$ cat src/core/op_timing_pkg.sv
// shared types and constants for the standard-operation timing model
package op_timing_pkg;

    // ****************************************************************
    // widths
    // ****************************************************************
    localparam int CLK_W = 10;
    localparam int CNT_W = 5;
    localparam int EA_CLK_W = 8;
    localparam int EA_CNT_W = 4;

    // ****************************************************************
    // timing constants
    // ****************************************************************
    // extra clocks when the loop-mode operand uses pre-decrement
    localparam logic [CLK_W-1:0] PREDEC_EXTRA_CLK = 10'h002;
    // one immediate extension word costs one bus read of this length
    localparam logic [CLK_W-1:0] IMM_WORD_CLK = 10'h004;
    localparam logic [CNT_W-1:0] IMM_WORD_RD = 5'h01;
    // multiply count is the worst case over operand values
    localparam logic [CLK_W-1:0] MUL_MAX_CLK = 10'h02A;
    localparam logic [CLK_W-1:0] DIV_SIGNED_CLK = 10'h07A;
    localparam logic [CLK_W-1:0] DIV_UNSIGNED_CLK = 10'h06C;
    localparam logic [CLK_W-1:0] ADD_AREG_SHORT_CLK = 10'h008;
    localparam logic [CLK_W-1:0] ADD_AREG_LOOP_CONT_CLK = 10'h012;
    localparam logic [CLK_W-1:0] ADD_AREG_LOOP_TERM_CLK = 10'h018;

    // ****************************************************************
    // enumerations
    // ****************************************************************
    typedef enum logic [3:0] {
        op_add, op_and, op_cmp, op_eor, op_or, op_sub,
        op_signed_divide, op_unsigned_divide, op_signed_multiply, op_unsigned_multiply
    } op_e;

    typedef enum logic [1:0] {sz_byte, sz_word, sz_long} size_e;

    // destination form: ea to address reg, ea to data reg, data reg to memory
    typedef enum logic [1:0] {
        dst_address_register_operand, dst_data_register_operand, dst_memory
    } dest_e;

    typedef enum logic [1:0] {loop_none, loop_continue, loop_term_cc, loop_term_expired} loop_e;

    typedef enum logic [2:0] {
        ea_indirect, ea_postinc, ea_predec, ea_data_register_operand, ea_other
    } ea_mode_e;

    // ****************************************************************
    // carriers
    // ****************************************************************
    typedef struct packed {
        op_e op;
        size_e size;
        dest_e dest;
        loop_e loop;
        ea_mode_e ea_mode;
        logic [EA_CLK_W-1:0] ea_clk;
        logic [EA_CNT_W-1:0] ea_rd;
        logic [EA_CNT_W-1:0] ea_wr;
        logic [1:0] imm_words;
    } op_req_s;

    typedef struct packed {
        logic [CLK_W-1:0] clocks;
        logic [CNT_W-1:0] reads;
        logic [CNT_W-1:0] writes;
    } timing_s;

    typedef struct packed {
        logic ok;
        logic add_ea;
        timing_s t;
    } lookup_s;

endpackage

$ cat src/core/op_timing.sv
// timing model of the standard two-operand operations
`timescale 1ns/1ps
`default_nettype none

// How it works
// - clock count covers operation, result write-back and next instruction fetch
// - flagged entries add effective-address clocks, reads and writes to the triple
// - add to address register, word: 8 clocks, 1 read, 0 writes, plus ea
// - signed divide into data register: 122 clocks, 1 read, plus ea
// - unsigned divide into data register: 108 clocks, 1 read, plus ea
// - multiply into data register: at most 42 clocks, 1 read, plus ea
// - exclusive-or into a data register takes only a data register source
// - address register destination accepts word or long only, never byte
// - loop mode: indirect, post-increment or pre-decrement only; pre-decrement adds 2
// - loop word add to address register: 18 clocks/1 read continuing, 24/3 terminating on condition, 22/3 on expiry
// - immediate operands add their instruction-stream fetch time
module op_timing (
    input wire logic clk,
    input wire logic nrst,
    input wire op_timing_pkg::op_req_s req,
    input wire logic req_valid,
    output logic req_ready,
    output op_timing_pkg::timing_s resp,
    output logic resp_valid,
    output logic resp_illegal,
    output logic busy
);
    import op_timing_pkg::*;

    // ****************************************************************
    // table helpers
    // ****************************************************************
    function automatic timing_s tm(input logic [CLK_W-1:0] c, input logic [CNT_W-1:0] r,
                                   input logic [CNT_W-1:0] w);
        timing_s t;
        t.clocks = c;
        t.reads = r;
        t.writes = w;
        return t;
    endfunction

    // choose the loop column by how the loop went
    function automatic timing_s pick3(input loop_e l, input timing_s cont, input timing_s term,
                                      input timing_s expd);
        timing_s t;
        case (l)
            loop_term_cc: t = term;
            loop_term_expired: t = expd;
            default: t = cont;
        endcase
        return t;
    endfunction

    // base entry and legality for one request, before ea and immediate words
    function automatic lookup_s lookup(input op_req_s r);
        lookup_s o;
        logic lw;
        logic alu;
        o.ok = 1'b1;
        o.add_ea = 1'b1;
        o.t = tm(10'h000, 5'h00, 5'h00);
        lw = (r.size == sz_long);
        alu = !(r.op inside {op_signed_divide, op_unsigned_divide, op_signed_multiply,
                             op_unsigned_multiply});
        // address register destinations exist only for add, subtract and compare
        if (r.dest == dst_address_register_operand) begin
            o.ok = (r.op inside {op_add, op_sub, op_cmp}) && (r.size != sz_byte);
        end else if (r.dest == dst_memory) begin
            o.ok = alu && (r.op != op_cmp);
        end else if (r.op == op_eor) begin
            o.ok = (r.ea_mode == ea_data_register_operand);
            o.add_ea = 1'b0;
        end
        if (r.loop == loop_none) begin
            case (r.dest)
                dst_address_register_operand: begin
                    if (r.op == op_cmp || lw) begin
                        o.t = tm(10'h006, 5'h01, 5'h00);
                    end else begin
                        o.t = tm(ADD_AREG_SHORT_CLK, 5'h01, 5'h00);
                    end
                end
                dst_data_register_operand: begin
                    case (r.op)
                        op_signed_divide: o.t = tm(DIV_SIGNED_CLK, 5'h01, 5'h00);
                        op_unsigned_divide: o.t = tm(DIV_UNSIGNED_CLK, 5'h01, 5'h00);
                        op_signed_multiply, op_unsigned_multiply: o.t = tm(MUL_MAX_CLK, 5'h01, 5'h00);
                        default: o.t = lw ? tm(10'h006, 5'h01, 5'h00) : tm(10'h004, 5'h01, 5'h00);
                    endcase
                end
                default: begin
                    o.t = lw ? tm(10'h00C, 5'h01, 5'h02) : tm(10'h008, 5'h01, 5'h01);
                end
            endcase
        end else begin
            // loop entries carry no ea term; operand modes are restricted
            o.add_ea = 1'b0;
            o.ok = o.ok && alu && (r.ea_mode inside {ea_indirect, ea_postinc, ea_predec});
            if (r.dest == dst_data_register_operand && r.op == op_eor) begin
                o.ok = 1'b0;
            end
            if (r.op == op_cmp) begin
                if (lw) begin
                    o.t = pick3(r.loop, tm(10'h012, 5'h02, 5'h00), tm(10'h018, 5'h04, 5'h00),
                                tm(10'h014, 5'h04, 5'h00));
                end else begin
                    o.t = pick3(r.loop, tm(10'h00C, 5'h01, 5'h00), tm(10'h012, 5'h03, 5'h00),
                                tm(10'h010, (r.dest == dst_address_register_operand) ? 5'h03 : 5'h04,
                                     5'h00));
                end
            end else if (r.dest == dst_memory) begin
                if (lw) begin
                    o.t = pick3(r.loop, tm(10'h018, 5'h02, 5'h02), tm(10'h01E, 5'h04, 5'h02),
                                tm(10'h01C, 5'h04, 5'h02));
                end else begin
                    o.t = pick3(r.loop, tm(10'h010, 5'h01, (r.op inside {op_eor, op_or}) ? 5'h00 : 5'h01),
                                tm(10'h016, 5'h03, 5'h01), tm(10'h014, 5'h03, 5'h01));
                end
            end else if (r.dest == dst_address_register_operand) begin
                if (lw) begin
                    o.t = pick3(r.loop, tm(10'h016, 5'h02, 5'h00), tm(10'h01C, 5'h04, 5'h00),
                                tm(10'h01A, 5'h04, 5'h00));
                end else begin
                    o.t = pick3(r.loop, tm(ADD_AREG_LOOP_CONT_CLK, 5'h01, 5'h00),
                                tm(ADD_AREG_LOOP_TERM_CLK, 5'h03, 5'h00), tm(10'h016, 5'h03, 5'h00));
                end
            end else if (lw && r.op == op_sub) begin
                o.t = pick3(r.loop, tm(10'h014, 5'h02, 5'h00), tm(10'h01A, 5'h04, 5'h00),
                            tm(10'h018, 5'h04, 5'h00));
            end else if (lw) begin
                o.t = pick3(r.loop, tm(10'h016, 5'h02, 5'h00), tm(10'h01C, 5'h04, 5'h00),
                            tm(10'h01A, 5'h04, 5'h00));
            end else begin
                o.t = pick3(r.loop, tm(10'h010, 5'h01, 5'h00), tm(10'h016, 5'h03, 5'h00),
                            tm(10'h014, 5'h03, 5'h00));
            end
            if (r.ea_mode == ea_predec) begin
                o.t.clocks = o.t.clocks + PREDEC_EXTRA_CLK;
            end
        end
        return o;
    endfunction

    // ****************************************************************
    // state
    // ****************************************************************
    typedef enum logic {st_idle, st_busy} run_e;

    typedef struct packed {
        run_e st;
        logic [CLK_W-1:0] cnt;
        op_req_s req;
        timing_s res;
        logic valid;
        logic illegal;
    } core_s;

    core_s cur;
    core_s next_cur;
    lookup_s lk;
    timing_s total;
    logic accept;

    // total triple: table entry, ea when flagged, then immediate words
    always_comb begin
        lk = lookup(req);
        total = lk.t;
        if (lk.add_ea) begin
            total.clocks = lk.t.clocks + CLK_W'(req.ea_clk);
            total.reads = lk.t.reads + CNT_W'(req.ea_rd);
            total.writes = lk.t.writes + CNT_W'(req.ea_wr);
        end
        total.clocks = total.clocks + CLK_W'(IMM_WORD_CLK * CLK_W'(req.imm_words));
        total.reads = total.reads + CNT_W'(IMM_WORD_RD * CNT_W'(req.imm_words));
    end

    assign accept = req_valid && (cur.st == st_idle);

    // sequencer: hold busy for the full clock count, then report once
    always_comb begin
        next_cur = cur;
        next_cur.valid = 1'b0;
        case (cur.st)
            st_idle: begin
                if (accept) begin
                    next_cur.req = req;
                    if (lk.ok) begin
                        next_cur.st = st_busy;
                        next_cur.cnt = total.clocks;
                        next_cur.res = total;
                        next_cur.illegal = 1'b0;
                    end else begin
                        // refused forms answer at once with an empty triple
                        next_cur.res = '0;
                        next_cur.illegal = 1'b1;
                        next_cur.valid = 1'b1;
                    end
                end
            end
            st_busy: begin
                next_cur.cnt = cur.cnt - 1'b1;
                if (cur.cnt == 10'h001) begin
                    next_cur.st = st_idle;
                    next_cur.valid = 1'b1;
                end
            end
            default: next_cur.st = st_idle;
        endcase
    end

    always_ff @(posedge clk or negedge nrst) begin
        if (!nrst) begin
            cur <= '0;
        end else begin
            cur <= next_cur;
        end
    end

    assign req_ready = (cur.st == st_idle);
    assign busy = (cur.st == st_busy);
    assign resp = cur.res;
    assign resp_valid = cur.valid;
    assign resp_illegal = cur.illegal;

    // ****************************************************************
    // checks
    // ****************************************************************
    // busy cycles since the last accepted request, read only by the checks
    logic [CLK_W-1:0] elapsed;
    always_ff @(posedge clk or negedge nrst) begin
        if (!nrst) begin
            elapsed <= '0;
        end else if (accept) begin
            elapsed <= '0;
        end else if (cur.st == st_busy) begin
            elapsed <= elapsed + 1'b1;
        end
    end
endmodule

`default_nettype wire

$ cat config.mk
export PLATFORM = sky130hd
export DESIGN_NAME = op_timing
export DESIGN_NICKNAME = d
export VERILOG_FILES = /design/src/core/op_timing_pkg.sv /design/src/core/op_timing.sv
export SDC_FILE = /design/constraint.sdc
export NUM_CORES = 1
export LEC_CHECK = 0
export BUFFER_PORTS_ARGS = -buffer_cell sky130_fd_sc_hd__buf_2
export CAP_MARGIN = 10
export CORE_UTILIZATION = 40
export CTS_CLUSTER_SIZE = 30
export DETAILED_ROUTE_END_ITERATION = 8
export SYNTH_ARGS = -nofsm -noshare
export SYNTH_HDL_FRONTEND = slang
export SYNTH_SLANG_ARGS = --single-unit
export TNS_END_PERCENT = 30
$ cat constraint.sdc
create_clock -name clk -period 4.7 [get_ports clk]
set_input_delay 0.94 -clock clk [delete_from_list [all_inputs] [get_ports clk]]
set_output_delay 0.94 -clock clk [all_outputs]
set_load 0.05 [all_outputs]
==> results.py <==
metrics = {
    "clocking": {
        "cts_root_buffer": "clkbuf_8",
        "holdBufCountCts": 0,
        "cts_tree": "yes",
        "htree_levels": 2,
        "numCtsBuffers": 5,
        "cts.sink_count": 33,
        "cts.clk_slew.worst_paths_ns": 0.07,
        "clock_latency_ns": 0.28,
        "cts_buffer_depth": 2,
    },
    "cells_and_area": {
        "drive_above_1_share_pct": 24.4,
        "syn2layout_area_growth_pct": 13.4,
        "nets": 507,
        "diodes": 0,
    },
    "critical_path": {
        "rr_endpoint": "resp[16]$_DFFE_PN0P_",
        "setup.worst_path.end_class": "flop",
        "r2r_start": "busy$_DFF_PN0_",
        "required_ns": 4.92,
        "worstSetupPathType": "input pin to flop",
        "critPathLaunchType": "input pin",
        "r2r_slack_ns": 2.50,
        "arrival_ns": 4.65,
        "path_max_fanout": 5,
        "reg2regPathDepth": 5,
    },
    "pwr": {
        "power_density_nw_per_um2": 399,
        "seqPwrFrac_pct": 31.9,
        "ir_drop_mv": 0.136,
        "power_frac_comb_pct": 52.3,
        "netSwitchingPower_mw": 0.704,
        "swShare_pct": 47.5,
        "p_int_mw": 0.777,
        "power_mw": 1.48,
        "p_leak_nw": 1.77,
        "clkPwrFrac_pct": 15.8,
    },
    "detailed_routing": {
        "drtAntennaViolNets": 0,
        "wl_um": 7990,
        "first_iter_violations": 94,
        "drc": 0,
        "vias_per_cell": 5.34,
        "firstDrtPassIters": 7,
        "vias": 2948,
        "avgRoutedWirePerCell_um": 14.5,
    },
    "die": {
        "initial_core_util_pct": 41.9,
        "dieArea_um2": 8540,
        "core_um2": 7810,
        "num_rows": 32,
        "die_x_um": 92.4,
        "die_h_um": 92.4,
        "num_io_pins": 58,
    },
    "yosys": {
        "syn_inst": 400,
        "synth_cell_type_count": 69,
        "ys_ff_latch": 33,
        "synth_nets": 458,
        "synth_edf_count": 0,
        "yosys-top-cells-count": "nand2_1, dfrtp_1, nor2_1",
        "synth.most_common_cell": "nand2_1",
        "syn_area_um2": 3270,
        "ys_seq_area_share_pct": 25.2,
        "ys_top_cells_by_area": "dfrtp_1, ha_1, nand2_1, buf_4, nor2_1",
        "synth.top_cell.area_share_pct": 25.2,
        "yosys_warnings": 0,
        "yosys_most_used_dff": "dfrtp_1",
        "synthArstFlopShare_pct": 100,
        "yosys.area.top_type": "dfrtp_1",
        "syn_avg_cell_area_um2": 8.18,
    },
    "timing": {
        "setup_viol": 0,
        "tightest_slew_ns": 0.750,
        "finClkSkew_ns": 0.00502,
        "hold_violations": 0,
        "slew_headroom_pct": 50.0,
        "maxSlewViolCount": 0,
        "layout_setup_ws_ns": 0.265,
        "grt_setup_unrepaired": "no",
        "fmax_ghz": 0.225,
        "fin_crit_sh_pct": 94.4,
        "period_needed_ns": 4.43,
    },
    "flow_run": {
        "cap_violations": 0,
    },
    "place": {
        "place_ws_ns": -0.0113,
        "place_congestion": 0.877,
        "io_buffers": 57,
        "dpl.hpwl_um": 6320,
    },
    "global_route": {
        "grt_overflow": 0,
        "grt_pass1_vias": 2875,
        "grt_use_total_pct": 20.0,
        "grt_start_max_net_pins": 34,
        "grt_pass1_wl_um": 13800,
        "antenna_found_initial": 0,
    },
    "worst_hold_path": {
        "min_to": "resp[6]$_DFFE_PN0P_",
        "holdPathStages": 2,
        "hp-start": "resp[6]$_DFFE_PN0P_",
        "hold_class": "flop to flop",
    },
    "run_status": {
        "status": "finished, final reports clean",
    },
}
cells in the final DEF (no fill, tap or decap), types with 3 or more instances in the layout:
cell,instances
a211o_1,6
a211oi_1,4
a21o_1,6
a21oi_1,14
a31oi_1,4
buf_2,57
buf_4,23
clkbuf_8,7
dfrtp_1,33
fa_1,5
ha_1,19
inv_1,19
mux2i_1,6
nand2_1,59
nand2b_1,3
nand3_1,12
nand3b_1,3
nand4_1,4
nor2_1,31
nor2b_1,9
nor3_1,6
nor3b_1,5
o211ai_1,5
o21a_1,6
o21ai_0,17
o21ai_1,5
o22ai_1,4
o31ai_1,6
or2_2,4
xnor2_1,10
xor2_1,10
kinds of logic after synthesis:
family                   synth area share [%]
AND/OR/NAND/NOR                          24.0
flip-flops                               25.2
buffers and inverters                    10.1
XOR/XNOR                                 5.36
adder cells (fa/ha/maj)                  10.3
AO/OA/AOI/OAI                            22.8
multiplexers                             2.18
worst max path at each step:
stage	startpoint	end	slack [ns]	cells after the start
6_report	req[30]	resp[16]$_DFFE_PN0P_	0.27	17
2_1_floorplan	req[26]	resp[16]$_DFFE_PN0P_	0.11	20
4_1_cts	req[30]	resp[16]$_DFFE_PN0P_	0.28	17
3_3_place_gp	req[30]	resp[16]$_DFFE_PN0P_	0.05	17
3_5_place_dp	req[30]	resp[16]$_DFFE_PN0P_	-0.01	17
5_1_grt	req[29]	resp[16]$_DFFE_PN0P_	0.04	19
critical path: stages:
cell and delay [ns]:
buf_2 0.12, or4b_1 0.68, o21ai_0 0.15, a211o_1 0.14
o21ai_2 0.06, buf_4 0.17, o31a_2 0.28, o31a_1 0.25
inv_1 0.06, ha_1 0.26, xor2_1 0.19, mux2_2 0.28
fa_1 0.41, inv_1 0.08, nand4_1 0.07, or3b_1 0.42
nand4_1 0.08
layout make-up:
class / count / area (um^2)
Clock buffer: 7 / 96.3
Clock inverter: 1 / 5.00
Fill cell: 797 / 4100
Inverter: 21 / 78.8
Multi-Input combinational cell: 308 / 2120
Sequential cell: 33 / 826
Tap cell: 102 / 128
Timing Repair Buffer: 80 / 458
power groups by stage:
stage               Sequential (mW)  Clock, mW  Combinational, mW
floorplan                     0.479          0              0.656
global placement              0.476          0              0.767
detailed placement            0.478          0              0.777
CTS                           0.473      0.240              0.780
global route                  0.490      0.254              0.851
finish                        0.472      0.233              0.775
routing by layer:
metal | vias to the layer above | global-route usage [%] | wire [um]
met3 | 4 | 2.22 | 361
met5 | - | 0 | 0
met1 | 1371 | 26.8 | 3790
li1 | 1494 | - | -
met4 | 0 | 5.21 | 47
met2 | 79 | 34.1 | 3790
flip-flops by register name, summed over array words and instances, names as in the netlist:
signal        count
busy              1
cur              10
resp             20
resp_illegal      1
resp_valid        1
per-stage QoR:
stage               hold slack [ns]  std cells  TNS, ns  cell area, um^2  util [%]
finish                        0.461        552        0             3710      47.5
CTS                           0.467        552        0             3710      47.5
global placement              0.448        544        0             3610      46.2
floorplan                     0.440        400        0             3270         -
detailed placement            0.453        544  -0.0175             3610      46.2
global route                  0.482        552        0             3710      47.5
repair_timing:
item,CTS,global route
endpoints found under the setup margin,0,4
setup buffers,0,0
gates resized for setup,0,1
No activity file was read; power rests on OpenSTA's default activity.
